===== src/ccrf_pkg.sv =====
// package: constants for the core register set and flags word
package ccrf_pkg;
    localparam int CCRF_DW = 8;
    localparam int CCRF_PW = 16;
    localparam int CCRF_BIT_H = 4;
    localparam int CCRF_BIT_N = 2;
    localparam int CCRF_BIT_Z = 1;
    localparam int CCRF_BIT_C = 0;
    localparam int CCRF_BIT_PU = 5;
    localparam int CCRF_BIT_PL = 3;
    localparam int CCRF_BIT_MSB = 7;
    localparam logic [7:0] CCRF_FLAGS_RST = 8'hE8;
    localparam logic [7:0] CCRF_FIXED_MASK = 8'hC0;
    localparam logic [7:0] CCRF_ZERO8 = 8'h00;
    localparam logic [15:0] CCRF_ZERO16 = 16'h0000;
    localparam logic [1:0] CCRF_LVL0 = 2'h2;
    localparam logic [1:0] CCRF_LVL1 = 2'h1;
    localparam logic [1:0] CCRF_LVL2 = 2'h0;
    localparam logic [1:0] CCRF_LVL3 = 2'h3;
    // register selects for dedicated-instruction write and read ports
    typedef enum logic [2:0] {
        CCRF_SEL_ACC = 3'h0,
        CCRF_SEL_IDX1 = 3'h1,
        CCRF_SEL_IDX2 = 3'h2,
        CCRF_SEL_PTRL = 3'h3,
        CCRF_SEL_PTRH = 3'h4,
        CCRF_SEL_FLAGS = 3'h5
    } ccrf_sel_t;
    // flag update operations from the alu
    typedef enum logic [2:0] {
        CCRF_OP_NONE = 3'h0,
        CCRF_OP_ADD = 3'h1,
        CCRF_OP_ARITH = 3'h2,
        CCRF_OP_LOGIC = 3'h3,
        CCRF_OP_CARRY = 3'h4
    } ccrf_op_t;
endpackage


===== src/ccrf_reg8.sv =====
// file: one 8-bit loadable register with reset value
`timescale 1ns/1ps
module ccrf_reg8 #(
    parameter int W = 8,
    parameter logic [W-1:0] RST = '0
) (
    input wire logic mclk,
    input wire logic rst_n,
    input wire logic load,
    input wire logic [W-1:0] d,
    output logic [W-1:0] q
);
    always_ff @(posedge mclk) begin
        if (!rst_n) begin
            q <= RST;
        end else if (load) begin
            q <= d;
        end
    end
endmodule


===== src/ccrf_core_regs.sv =====
// file: programmer-visible core registers and flags word
`timescale 1ns/1ps
module ccrf_core_regs
    import ccrf_pkg::*;
(
    input wire logic mclk,
    input wire logic rst_n,
    input wire logic wr_en,
    input wire logic [2:0] wr_sel,
    input wire logic [7:0] wr_data,
    input wire logic [2:0] rd_sel,
    output logic [7:0] rd_data,
    input wire logic ptr_load,
    input wire logic [15:0] ptr_data,
    input wire logic [2:0] flag_op,
    input wire logic [7:0] alu_a,
    input wire logic [7:0] alu_b,
    input wire logic alu_cin,
    input wire logic [7:0] alu_res,
    input wire logic alu_cout,
    input wire logic set_carry_op,
    input wire logic clear_carry_op,
    input wire logic irq_entry,
    input wire logic [1:0] irq_priority_regs,
    input wire logic prio_sw_load,
    input wire logic [1:0] prio_sw_val,
    input wire logic irq_enable_op,
    input wire logic irq_disable_op,
    input wire logic ctx_restore,
    input wire logic [7:0] ctx_flags,
    input wire logic [7:0] ctx_acc,
    input wire logic [7:0] ctx_idx1,
    input wire logic [15:0] ctx_ptr,
    output logic [7:0] acc,
    output logic [7:0] idx1,
    output logic [7:0] idx2,
    output logic [15:0] instruction_pointer,
    output logic [7:0] flags_word,
    output logic [1:0] prio_level
);
    // ------------------------------------------------------------
    // data registers
    // ------------------------------------------------------------
    // note: no memory address decode exists here at all
    logic acc_ld, idx1_ld, idx2_ld, pl_ld, ph_ld;
    logic [7:0] acc_d, idx1_d, pl_d, ph_d;
    logic [7:0] instr_ptr_low, instr_ptr_high;

    assign acc_ld = ctx_restore | (wr_en && wr_sel == CCRF_SEL_ACC);
    assign acc_d = ctx_restore ? ctx_acc : wr_data;
    assign idx1_ld = ctx_restore | (wr_en && wr_sel == CCRF_SEL_IDX1);
    assign idx1_d = ctx_restore ? ctx_idx1 : wr_data;
    // second index ignores context restore so handlers leave it alone
    assign idx2_ld = wr_en && wr_sel == CCRF_SEL_IDX2;
    assign pl_ld = ctx_restore | ptr_load | (wr_en && wr_sel == CCRF_SEL_PTRL);
    assign ph_ld = ctx_restore | ptr_load | (wr_en && wr_sel == CCRF_SEL_PTRH);
    assign pl_d = ctx_restore ? ctx_ptr[7:0] : (ptr_load ? ptr_data[7:0] : wr_data);
    assign ph_d = ctx_restore ? ctx_ptr[15:8] : (ptr_load ? ptr_data[15:8] : wr_data);

    ccrf_reg8 #(.W(CCRF_DW), .RST(CCRF_ZERO8)) u_acc (.mclk(mclk), .rst_n(rst_n),
        .load(acc_ld), .d(acc_d), .q(acc));
    ccrf_reg8 #(.W(CCRF_DW), .RST(CCRF_ZERO8)) u_idx1 (.mclk(mclk), .rst_n(rst_n),
        .load(idx1_ld), .d(idx1_d), .q(idx1));
    ccrf_reg8 #(.W(CCRF_DW), .RST(CCRF_ZERO8)) u_idx2 (.mclk(mclk), .rst_n(rst_n),
        .load(idx2_ld), .d(wr_data), .q(idx2));
    ccrf_reg8 #(.W(CCRF_DW), .RST(CCRF_ZERO8)) u_pl (.mclk(mclk), .rst_n(rst_n),
        .load(pl_ld), .d(pl_d), .q(instr_ptr_low));
    ccrf_reg8 #(.W(CCRF_DW), .RST(CCRF_ZERO8)) u_ph (.mclk(mclk), .rst_n(rst_n),
        .load(ph_ld), .d(ph_d), .q(instr_ptr_high));

    assign instruction_pointer = {instr_ptr_high, instr_ptr_low};

    // ------------------------------------------------------------
    // flags word
    // ------------------------------------------------------------
    logic [7:0] flags_r, flags_nxt;
    logic [4:0] low_sum;
    logic half_c;

    // carry out of bit 3 recomputed from operands
    assign low_sum = {1'b0, alu_a[3:0]} + {1'b0, alu_b[3:0]} + {4'h0, alu_cin};
    assign half_c = low_sum[4];

    always_comb begin
        flags_nxt = flags_r;
        if (wr_en && wr_sel == CCRF_SEL_FLAGS) begin
            flags_nxt = wr_data;
        end else if (ctx_restore) begin
            flags_nxt = ctx_flags;
        end
        case (flag_op)
            CCRF_OP_ADD: begin
                flags_nxt[CCRF_BIT_H] = half_c;
                flags_nxt[CCRF_BIT_N] = alu_res[CCRF_BIT_MSB];
                flags_nxt[CCRF_BIT_Z] = (alu_res == CCRF_ZERO8);
                flags_nxt[CCRF_BIT_C] = alu_cout;
            end
            CCRF_OP_ARITH: begin
                flags_nxt[CCRF_BIT_N] = alu_res[CCRF_BIT_MSB];
                flags_nxt[CCRF_BIT_Z] = (alu_res == CCRF_ZERO8);
                flags_nxt[CCRF_BIT_C] = alu_cout;
            end
            CCRF_OP_LOGIC: begin
                flags_nxt[CCRF_BIT_N] = alu_res[CCRF_BIT_MSB];
                flags_nxt[CCRF_BIT_Z] = (alu_res == CCRF_ZERO8);
            end
            CCRF_OP_CARRY: begin
                // bit test, shift and rotate touch carry only here
                flags_nxt[CCRF_BIT_C] = alu_cout;
            end
            default: begin
            end
        endcase
        if (set_carry_op) begin
            flags_nxt[CCRF_BIT_C] = 1'b1;
        end else if (clear_carry_op) begin
            flags_nxt[CCRF_BIT_C] = 1'b0;
        end
        // priority: entry beats software, disable beats enable
        if (irq_entry) begin
            {flags_nxt[CCRF_BIT_PU], flags_nxt[CCRF_BIT_PL]} = irq_priority_regs;
        end else if (irq_disable_op) begin
            {flags_nxt[CCRF_BIT_PU], flags_nxt[CCRF_BIT_PL]} = CCRF_LVL3;
        end else if (irq_enable_op) begin
            {flags_nxt[CCRF_BIT_PU], flags_nxt[CCRF_BIT_PL]} = CCRF_LVL0;
        end else if (prio_sw_load) begin
            {flags_nxt[CCRF_BIT_PU], flags_nxt[CCRF_BIT_PL]} = prio_sw_val;
        end
        flags_nxt = flags_nxt | CCRF_FIXED_MASK;
    end

    always_ff @(posedge mclk) begin
        if (!rst_n) begin
            flags_r <= CCRF_FLAGS_RST;
        end else begin
            flags_r <= flags_nxt;
        end
    end

    assign flags_word = flags_r;
    assign prio_level = {flags_r[CCRF_BIT_PU], flags_r[CCRF_BIT_PL]};

    // ------------------------------------------------------------
    // dedicated read port
    // ------------------------------------------------------------
    always_ff @(posedge mclk) begin
        if (!rst_n) begin
            rd_data <= CCRF_ZERO8;
        end else begin
            case (rd_sel)
                CCRF_SEL_ACC: rd_data <= acc;
                CCRF_SEL_IDX1: rd_data <= idx1;
                CCRF_SEL_IDX2: rd_data <= idx2;
                CCRF_SEL_PTRL: rd_data <= instr_ptr_low;
                CCRF_SEL_PTRH: rd_data <= instr_ptr_high;
                CCRF_SEL_FLAGS: rd_data <= flags_r;
                default: rd_data <= CCRF_ZERO8;
            endcase
        end
    end

    // ------------------------------------------------------------
    // checks
    // ------------------------------------------------------------
    a_fixed_bits_one: assert property (@(posedge mclk) disable iff (!rst_n)
        ##1 ((flags_r & CCRF_FIXED_MASK) == CCRF_FIXED_MASK))
        else $error("fixed flag bits not one");
    a_reset_flags: assert property (@(posedge mclk)
        !rst_n |=> (flags_r == CCRF_FLAGS_RST)) else $error("flags reset wrong");
    a_zero_flag: assert property (@(posedge mclk) disable iff (!rst_n)
        (flag_op == CCRF_OP_LOGIC && !(wr_en && wr_sel == CCRF_SEL_FLAGS))
        |=> flags_r[CCRF_BIT_Z] == ($past(alu_res) == CCRF_ZERO8))
        else $error("zero flag wrong");
    a_sign_flag: assert property (@(posedge mclk) disable iff (!rst_n)
        (flag_op inside {CCRF_OP_ADD, CCRF_OP_ARITH, CCRF_OP_LOGIC})
        |=> flags_r[CCRF_BIT_N] == $past(alu_res[CCRF_BIT_MSB]))
        else $error("sign flag wrong");
    // carry into bit 4 rebuilt from the sum, independent of the nibble adder above
    a_half_carry: assert property (@(posedge mclk) disable iff (!rst_n)
        flag_op == CCRF_OP_ADD |=> flags_r[CCRF_BIT_H] ==
        $past(alu_res[CCRF_BIT_H] ^ alu_a[CCRF_BIT_H] ^ alu_b[CCRF_BIT_H]))
        else $error("half carry wrong");
    a_carry_set: assert property (@(posedge mclk) disable iff (!rst_n)
        set_carry_op |=> flags_r[CCRF_BIT_C]) else $error("carry set lost");
    a_carry_clear: assert property (@(posedge mclk) disable iff (!rst_n)
        (clear_carry_op && !set_carry_op) |=> !flags_r[CCRF_BIT_C])
        else $error("carry clear lost");
    a_carry_ovf: assert property (@(posedge mclk) disable iff (!rst_n)
        (flag_op == CCRF_OP_ARITH && !set_carry_op && !clear_carry_op)
        |=> flags_r[CCRF_BIT_C] == $past(alu_cout)) else $error("carry flag wrong");
    a_add_carry: assert property (@(posedge mclk) disable iff (!rst_n)
        (flag_op == CCRF_OP_ADD && !set_carry_op && !clear_carry_op)
        |=> flags_r[CCRF_BIT_C] == $past(alu_cout)) else $error("add carry wrong");
    a_irq_prio: assert property (@(posedge mclk) disable iff (!rst_n)
        irq_entry |=> prio_level == $past(irq_priority_regs))
        else $error("entry priority wrong");
    a_sim_prio: assert property (@(posedge mclk) disable iff (!rst_n)
        (irq_disable_op && !irq_entry) |=> prio_level == CCRF_LVL3)
        else $error("disable priority wrong");
    a_enable_prio: assert property (@(posedge mclk) disable iff (!rst_n)
        (irq_enable_op && !irq_entry && !irq_disable_op) |=> prio_level == CCRF_LVL0)
        else $error("enable priority wrong");
    a_idx2_hold: assert property (@(posedge mclk) disable iff (!rst_n)
        (ctx_restore && !(wr_en && wr_sel == CCRF_SEL_IDX2)) |=> $stable(idx2))
        else $error("second index changed by restore");
    a_idx2_write: assert property (@(posedge mclk) disable iff (!rst_n)
        (wr_en && wr_sel == CCRF_SEL_IDX2) |=> idx2 == $past(wr_data))
        else $error("second index write wrong");
    a_acc_write: assert property (@(posedge mclk) disable iff (!rst_n)
        (wr_en && wr_sel == CCRF_SEL_ACC && !ctx_restore) |=> acc == $past(wr_data))
        else $error("accumulator write wrong");
    a_ptr_load: assert property (@(posedge mclk) disable iff (!rst_n)
        (ptr_load && !ctx_restore) |=> instruction_pointer == $past(ptr_data))
        else $error("pointer load wrong");
    a_read_flags: assert property (@(posedge mclk) disable iff (!rst_n)
        (rd_sel == CCRF_SEL_FLAGS) |=> rd_data == $past(flags_r))
        else $error("flags read wrong");
endmodule


===== config.mk =====
export PLATFORM = sky130hd
export DESIGN_NAME = ccrf_core_regs
export DESIGN_NICKNAME = d
export VERILOG_FILES = /design/src/ccrf_pkg.sv /design/src/ccrf_reg8.sv /design/src/ccrf_core_regs.sv
export SDC_FILE = /design/constraint.sdc
export NUM_CORES = 1
export LEC_CHECK = 0
export BUFFER_PORTS_ARGS = -buffer_cell sky130_fd_sc_hd__buf_2
export CAP_MARGIN = 20
export CORE_MARGIN = 2
export CORE_UTILIZATION = 41
export DETAILED_ROUTE_END_ITERATION = 10
export PLACE_DENSITY = 0.86
export RECOVER_POWER = 100
export SLEW_MARGIN = 20
export SYNTH_ARGS = -nofsm -noshare
export SYNTH_HDL_FRONTEND = slang
export SYNTH_HIERARCHICAL = 1
export SYNTH_SLANG_ARGS = --single-unit

===== constraint.sdc =====
create_clock -name mclk -period 1.05 [get_ports mclk]
set_input_delay 0.0525 -clock mclk [delete_from_list [all_inputs] [get_ports mclk]]
set_output_delay 0.0525 -clock mclk [all_outputs]
set_load 0.03 [all_outputs]

== After elaboration in Yosys (flattened, before gate mapping) ==
Cells that the tools add are included.

* Logic and storage cells: 69
* Output and inout port bits: 58
* Register bits after elaboration: 55

* Equality and inequality tests: 14
* Multiplexer cells: 22
* Reductions and logical operators: 15
* Bitwise logic cells: 5
* Add/subtract/negate cells: 2

{| class="wikitable"
|+ Operators with widths
! operator !! count
|-
| 2-to-1 mux 8 bit || 6
|-
| one-hot mux 8 bit (6 select lines) || 1
|-
| == test 3 x 2 -> 1 bit, second input constant || 6
|-
| == test 3 bit, second input constant || 5
|-
| 2-to-1 mux 1 bit || 12
|-
| 2-to-1 mux 6 bit || 2
|-
| == test 3 x 1 -> 1 bit, second input constant || 3
|-
| zero test 8 bit || 1
|-
| logical AND 1 bit || 6
|-
| zero test 3 bit || 2
|-
| nonzero test 3 bit || 2
|-
| nonzero test 6 bit || 1
|-
| OR reduction 3 bit || 2
|-
| adder 4 x 4 -> 5 bit || 1
|-
| adder 5 x 1 -> 5 bit || 1
|-
| bitwise OR 1 bit || 5
|-
| nonzero test 5 bit || 1
|-
| 2-to-1 mux 2 bit || 1
|}

== Depth between registers and ports, before layout ==
Gate-level depths: netlist (run 1).

* Word-level depth: 7
* Depth in mapped cells: 7
* Gate-level depth less buffers: 5

== Modules after synthesis ==
Netlist (run 1), hierarchy kept.

{| class="wikitable"
|+ Modules (own cells, without submodules)
! module !! seq. area each (um^2) !! cells an instance !! area each (um^2) !! times used
|-
| ccrf_core_regs || 280.3 || 249 || 1659.1 || 1
|-
| ccrf_reg8 || 160.2 || 25 || 301.5 || 5
|}

== Worst setup path after synthesis (run 1) ==
OpenSTA, ideal clock, no wires.

* Path type: register -> register
* From: reg u_pl.q[5]
* To: reg rd_data[5]
* Clock period less this slack: 1233 ps
* Cell stages (with the launch flop): 4
* Setup time: 128 ps
* Data required time: 922 ps
* Data arrival time: 1105 ps
* Setup slack: -183 ps
* Cell sequence: dfxtp_1 mux4_2 a22oi_1 nor2_1

* Longest elaborated chain between the ends: 1

{| class="wikitable"
|+ Ends and longest elaborated chain
! element !! RTL line !! source
|-
| from (decl) || ccrf_reg8.sv:11 || <nowiki>output logic [W-1:0] q</nowiki>
|-
| from (signal assigned) || ccrf_reg8.sv:15 || <nowiki>q <= RST;</nowiki>
|-
| from (signal assigned) || ccrf_reg8.sv:17 || <nowiki>q <= d;</nowiki>
|-
| one-hot mux 8 bit (6 select lines) || ccrf_core_regs.sv:150 || <nowiki>case (rd_sel)</nowiki>
|-
| to (signal assigned) || ccrf_core_regs.sv:152 || <nowiki>CCRF_SEL_IDX1: rd_data <= idx1;</nowiki>
|-
| to (signal assigned) || ccrf_core_regs.sv:153 || <nowiki>CCRF_SEL_IDX2: rd_data <= idx2;</nowiki>
|-
| to (signal assigned) || ccrf_core_regs.sv:154 || <nowiki>CCRF_SEL_PTRL: rd_data <= instr_ptr_low;</nowiki>
|-
| to (decl) || ccrf_core_regs.sv:12 || <nowiki>output logic [7:0] rd_data,</nowiki>
|}

No other way between the ends.
A chain may end at the register's enable or synchronous reset.

==> impl_metrics.yaml, run 1 <==
status:
  status: "finished with violations"
  failed_checks: "setup timing"
clock_tree:
  clk_root_buffer_cell: "sky130_fd_sc_hd__clkbuf_8"
  tritoncts: "built"
  post_cts.repair.setup_buffers: 0
  number_of_h_tree_branching_levels: 2
  max-clock-path-buffers: 2
  tritoncts.num_buffers: 5
  clk_latency_ps: 300
  clkSlewWorstSetupHoldPaths_ps: 100
  clkSinkCount: 54
die:
  floorplan.initialDensity: 0.416
  core_area_um2: 7610
  die_area_um2: 8440
  die_h_um: 91.9
  floorplan.rows: 32
  num_io_pins: 172
  x_dimension_of_the_die_um: 91.9
finish:
  stdcell_area_um2: 4460
  layout_commonest_cell: "sky130_fd_sc_hd__buf_2"
  fin_cells: 665
  layout.cells.most_common_list: "145 x sky130_fd_sc_hd__buf_2, 63 x sky130_fd_sc_hd__nand2_1, 52 x sky130_fd_sc_hd__nor2b_1"
  nFillCells: 711
  final_net_count: 680
  area_growth_pct: 41.0
  drive_above_1_share: 0.444
  num_antenna_cells: 0
  fin_util: 0.587
hold_path:
  holdCritStartpoint: "wr_data[6]"
  endpoint_with_the_worst_hold_slack: "u_idx2/q[6]"
  hold_path.class: "input port to flip-flop"
  worstHoldPathCells: 3
routing:
  drt.antenna.violating_nets: 0
  drc_violation_total_after_the_first_tritonroute_iteration: 163
  drt_first_pass_iters: 4
  route.vias.total: 3447
  route.final.wire_length_um: 10400
  detail_route.wl_per_cell_um: 15.6
  drc_errors: 0
  via_density_per_instance: 5.18
sta:
  grt_setup_unrepaired: "yes"
  final-max-slew-violation-count: 0
  layout_worst_path_cycle_share: 1.12
  hold_slack_ps: 70.9
  timing.final.crit_period_ps: 1180
  finalSetupViolations: 3
  timing.clock.skew_ps: 12.8
  timing.final.ws_setup_ps: -126
  hold_viol: 0
  clock.fmax_mhz: 850
  timing.setup.tns_ps: -203
power_and_ir_drop:
  p_sw_mw: 1.64
  internal-power_mw: 3.29
  power.combinational.fraction: 0.304
  seq_power_share: 0.461
  netSwitchingFraction: 0.332
  power_density_nw_per_um2: 1100
  vdd_ir_drop_max_mv: 0.687
  static-leakage-power_nw: 2.26
  share_clk_of_total_power: 0.235
synth:
  synth_sequential_area_ratio: 0.341
  synth-seq-cells: 54
  synth_enable_flop_cells: 0
  syn_area_um2: 3170
  synth-warning-count: 6
  synthDominantAreaCellType: "sky130_fd_sc_hd__dfxtp_1"
  yosys.area.top_type_share: 0.341
  synthDistinctLibCells: 43
  postSynthCellCount: 374
  async_reset_ff_frac: 0
  synth_ff_type: "sky130_fd_sc_hd__dfxtp_1"
  synth_area_leaders: "sky130_fd_sc_hd__dfxtp_1 34%, sky130_fd_sc_hd__mux2i_1 15%, sky130_fd_sc_hd__nor2b_1 10%"
  synthesis.area_per_instance_um2: 8.47
setup_path:
  worst_ep_required_time_ps: 1240
  worstSetupEndpointType: "flip-flop"
  r2r_slack_ps: -130
  worstRegToRegCells: 4
  worst_path_largest_cell_delay_ps: 360
  criticalPathCategory: "flip-flop to flip-flop"
  path_cells: "mux2_2 -> mux2_4 -> mux2i_1 -> nor2_1"
  crit_slowest_cell: "sky130_fd_sc_hd__dfxtp_4"
  critical_path_arrival_ps: 1370
  worstReg2RegEnd: "flags_word[2]"
  worst_r2r_startpoint: "flags_word[2]"
  crit_path_max_fanout: 3
  worstSetupStartpointType: "flip-flop"
global_route:
  grt.overflow.total: 0
  vias_in_the_first_global_route: 3383
  global_route_wire_length_before_repair_um: 16100
  grt_util_overall: 0.243
  grt_start_max_net_pins: 27
  grt_antenna_before_repair: 0
placement:
  place_inst: 655
  detailedPlacementHpwl_um: 8280
  buffer_ports.inserted: 159
  gp_congestion: 0.891
  dpl-instance-area_um2: 4330
flow_run:
  cap_viol_max_count: 0
[power groups by stage]
stage | Sequential, mW | Clock [mW] | Combinational, mW
4_1_cts | 2.27 | 1.21 | 1.50
3_3_place_gp | 2.32 | 0 | 1.43
5_1_grt | 2.29 | 1.25 | 1.63
3_5_place_dp | 2.32 | 0 | 1.48
6_report | 2.28 | 1.16 | 1.50
2_1_floorplan | 2.55 | 0 | 0.626
[layout make-up]
type | count | area (µm²) | area share
Clock buffer | 5 | 68.8 | 0.0154
Tap cell | 102 | 128 | 0.0286
Timing Repair Buffer | 204 | 1140 | 0.254
Inverter | 4 | 16.3 | 0.00364
Clock inverter | 3 | 18.8 | 0.00420
Sequential cell | 54 | 1130 | 0.253
Multi-Input combinational cell | 293 | 1970 | 0.440
[per-stage QoR]
stage	total power [mW]	setup WS [ps]
5_1_grt	5.17	-179
2_1_floorplan	3.17	-108
3_5_place_dp	3.80	-206
6_report	4.93	-126
3_3_place_gp	3.75	-175
4_1_cts	4.99	-113
[sequential cells by signal (all words and copies together) (netlist names)]
name / cells
u_acc/q: 8
u_pl/q: 8
u_idx1/q: 8
u_ph/q: 8
flags_word: 6
u_idx2/q: 8
rd_data: 8
[what timing repair did]
action                                  4_1_cts  5_1_grt
hold buffers                                  2        0
endpoints found under the setup margin        6        7
gates resized for setup                       5        5
endpoints found under the hold margin         1        0
pin swaps                                     3        3
gates cloned                                  0        0
[Yosys cell counts, types with 4 or more instances]
cell and n:
sky130_fd_sc_hd__a21oi_1 25, sky130_fd_sc_hd__a22oi_1 8, sky130_fd_sc_hd__buf_2 5, sky130_fd_sc_hd__buf_4 6, sky130_fd_sc_hd__buf_6 5, sky130_fd_sc_hd__clkbuf_1 8
sky130_fd_sc_hd__dfxtp_1 54, sky130_fd_sc_hd__ha_1 4, sky130_fd_sc_hd__mux2_2 12, sky130_fd_sc_hd__mux2i_1 48, sky130_fd_sc_hd__nand2_1 63, sky130_fd_sc_hd__nand2b_1 5
sky130_fd_sc_hd__nor2_1 11, sky130_fd_sc_hd__nor2b_1 52, sky130_fd_sc_hd__o21ai_0 27
[worst max-delay path by stage]
stage                                to  depth (start not counted)  slack (ps)           from
final                     flags_word[2]                          4        -130  flags_word[2]
after global routing      flags_word[2]                          4        -180  flags_word[2]
after CTS                 flags_word[2]                          4        -110  flags_word[2]
after detailed placement     rd_data[4]                          5        -210      rd_sel[0]
after global placement       rd_data[4]                          5        -170      rd_sel[0]
after floorplan              rd_data[5]                          3        -110      u_pl/q[5]
[worst max-delay path: cells and delay by family (launching register included)]
family / cells / cell delay (ps)
DFF: 1 / 360
muxes: 3 / 650
and+or+nand+nor: 1 / 50
[kinds of logic after synthesis]
logic type	synth area share
simple gates	0.228
compound gates	0.155
mux	0.202
flops	0.341
buf+inv	0.0541
fa+ha+maj	0.0158
other cells	0.00118
xor+xnor	0.00277
[per-layer routing]
| layer | wire length, µm | GRT usage |
|---|---|---|
| met2 | 5210 | 0.441 |
| met5 | 0 | 0 |
| met4 | 248 | 0.0796 |
| met1 | 4260 | 0.291 |
| met3 | 633 | 0.0403 |
No activity file was read; power rests on OpenSTA's default activity.
==> run 2, diff against run 1 <==
--- a/config.mk
+++ b/config.mk
@@ -8,9 +8,10 @@
 export BUFFER_PORTS_ARGS = -buffer_cell sky130_fd_sc_hd__buf_2
 export CAP_MARGIN = 20
 export CORE_MARGIN = 2
-export CORE_UTILIZATION = 41
+export CORE_UTILIZATION = 42
+export CTS_BUF_LIST = sky130_fd_sc_hd__clkbuf_8
 export DETAILED_ROUTE_END_ITERATION = 10
-export PLACE_DENSITY = 0.86
+export PLACE_DENSITY = 0.88
 export RECOVER_POWER = 100
 export SLEW_MARGIN = 20
 export SYNTH_ARGS = -nofsm -noshare
==> run 2 against run 1 <==
The flow still finishes with violations (setup timing). Sequential power about the same. Via count increased by 1.5%. Sequential cell count unchanged. Critical endpoint unchanged. Largest cell class unchanged.
==> impl_metrics.yaml, run 2 (synthesis results as in run 1) <==
global_route:
  grt_antenna_before_repair: 0
  grt_util_overall: 0.256
  grt_start_max_net_pins: 46
  grt.overflow.total: 0
  vias_in_the_first_global_route: 3631
  global_route_wire_length_before_repair_um: 17000
hold_path:
  hold_path.class: "input port to flip-flop"
setup_path:
  critical_path_arrival_ps: 1360
  criticalPathCategory: "flip-flop to flip-flop"
  worst_ep_required_time_ps: 1250
  worstSetupStartpointType: "flip-flop"
  worstSetupEndpointType: "flip-flop"
  crit_path_max_fanout: 3
die:
  num_io_pins: 172
  core_area_um2: 7290
  x_dimension_of_the_die_um: 90.8
  floorplan.rows: 31
  die_h_um: 90.8
  die_area_um2: 8250
  floorplan.initialDensity: 0.434
clock_tree:
  tritoncts: "built"
  number_of_h_tree_branching_levels: 2
  tritoncts.num_buffers: 5
  max-clock-path-buffers: 2
  clk_root_buffer_cell: "sky130_fd_sc_hd__clkbuf_8"
  clkSlewWorstSetupHoldPaths_ps: 110
  clk_latency_ps: 320
  clkSinkCount: 54
routing:
  route.layer.met1.wl_um: 4270
  route.final.wire_length_um: 10800
  wl_met3_um: 684
  via_density_per_instance: 5.28
  detail_route.wl_per_cell_um: 16.3
  highest-signal-layer: "met4"
  drc_errors: 0
  drt_first_pass_iters: 5
  drc_violation_total_after_the_first_tritonroute_iteration: 128
  met2_wire_length_um: 5560
  drt.antenna.violating_nets: 0
  route.vias.total: 3498
finish:
  layout_commonest_cell: "sky130_fd_sc_hd__buf_2"
  nFillCells: 667
  fin_cells: 662
  layout.cells.most_common_list: "110 x sky130_fd_sc_hd__buf_2, 63 x sky130_fd_sc_hd__nand2_1, 52 x sky130_fd_sc_hd__nor2b_1"
  num_antenna_cells: 0
  area_growth_pct: 42.5
  drive_above_1_share: 0.449
  final_net_count: 680
power_and_ir_drop:
  p_sw_mw: 1.73
  netSwitchingFraction: 0.327
  seq_power_share: 0.431
  share_clk_of_total_power: 0.281
  totalPowerFinal_mw: 5.29
  vdd_ir_drop_max_mv: 0.739
  power.combinational.fraction: 0.288
  static-leakage-power_nw: 2.26
  internal-power_mw: 3.56
  power_density_nw_per_um2: 1170
sta:
  finalSetupViolations: 5
  layout_worst_path_cycle_share: 1.10
  transition_time_at_the_pin_with_the_least_slew_margin_ps: 567
  timing.final.crit_period_ps: 1160
  timing.max_slew.rel_slack: 0.621
  hold_slack_ps: 61.2
  hold_viol: 0
  final-max-slew-violation-count: 0
  timing.final.ws_setup_ps: -107
  clock.fmax_mhz: 864
  grt_setup_unrepaired: "yes"
  timing.clock.skew_ps: 11.3
placement:
  gp_congestion: 0.897
  detailedPlacementHpwl_um: 8320
  place_inst: 651
  buffer_ports.inserted: 159
status:
  failed_checks: "setup timing"
  status: "finished with violations"
flow_run:
  cap_viol_max_count: 0
==> run 2: cell count changes in the layout (fill, tap and decap cells not counted), moves of 2 or more <==
cell	previous run	this run
sky130_fd_sc_hd__clkbuf_2	17	51
sky130_fd_sc_hd__clkinv_2	3	1
sky130_fd_sc_hd__buf_2	145	110
sky130_fd_sc_hd__dfxtp_2	10	12
==> run 2: cell type report <==
type | instances | area (µm²) | area share
Tap cell | 99 | 124 | 0.0275
Clock buffer | 5 | 68.8 | 0.0153
Sequential cell | 54 | 1130 | 0.250
Timing Repair Buffer | 204 | 1140 | 0.253
Clock inverter | 3 | 47.5 | 0.0105
Multi-Input combinational cell | 293 | 1980 | 0.440
Inverter | 4 | 16.3 | 0.00361
==> run 2: worst paths after layout <==
check                           slack [ps]            end          start  cells past startpoint
worst min register to register         540      u_ph/q[2]      u_ph/q[2]                      2
worst max-delay path                  -110  flags_word[2]  flags_word[2]                      4
worst min-delay path                    60  flags_word[1]     alu_res[2]                      4
worst max register to register        -110  flags_word[2]  flags_word[2]                      4
==> run 2: power by group through the flow <==
stage / clock network, mW / logic, mW / registers (mW)
3_3_place_gp: 0 / 1.43 / 2.31
6_report: 1.49 / 1.52 / 2.28
5_1_grt: 1.59 / 1.64 / 2.29
3_5_place_dp: 0 / 1.47 / 2.31
4_1_cts: 1.51 / 1.50 / 2.27
2_1_floorplan: 0 / 0.626 / 2.55
==> run 2: metrics by stage <==
step	setup slack (ps)	setup TNS [ps]	cell area [µm²]	util
2_1_floorplan	-108	-514	3230	-
5_1_grt	-133	-757	4510	0.619
3_3_place_gp	-183	-3560	4320	0.593
6_report	-107	-286	4510	0.619
4_1_cts	-115	-247	4490	0.616
3_5_place_dp	-222	-5070	4320	0.593
==> run 2: layer usage <==
layer	vias up	GRT usage
li1	1677	-
met1	1622	0.285
met2	169	0.481
met3	30	0.0509
met4	0	0.0909
met5	-	0
==> run 2: critical path, cell delays in order (launching register included) <==
cell and delay (ps):
sky130_fd_sc_hd__dfxtp_4 360, sky130_fd_sc_hd__mux2_2 250, sky130_fd_sc_hd__mux2_2 260, sky130_fd_sc_hd__mux2i_1 130
sky130_fd_sc_hd__nor2_1 50
==> run 2: repair_timing <==
action                     in CTS  in global routing
pin swaps                       3                  5
setup endpoints to repair       6                 16
hold endpoints to repair        1                  0
hold buffers                    2                  0
buffers inserted                0                  1
resized for setup               7                 18
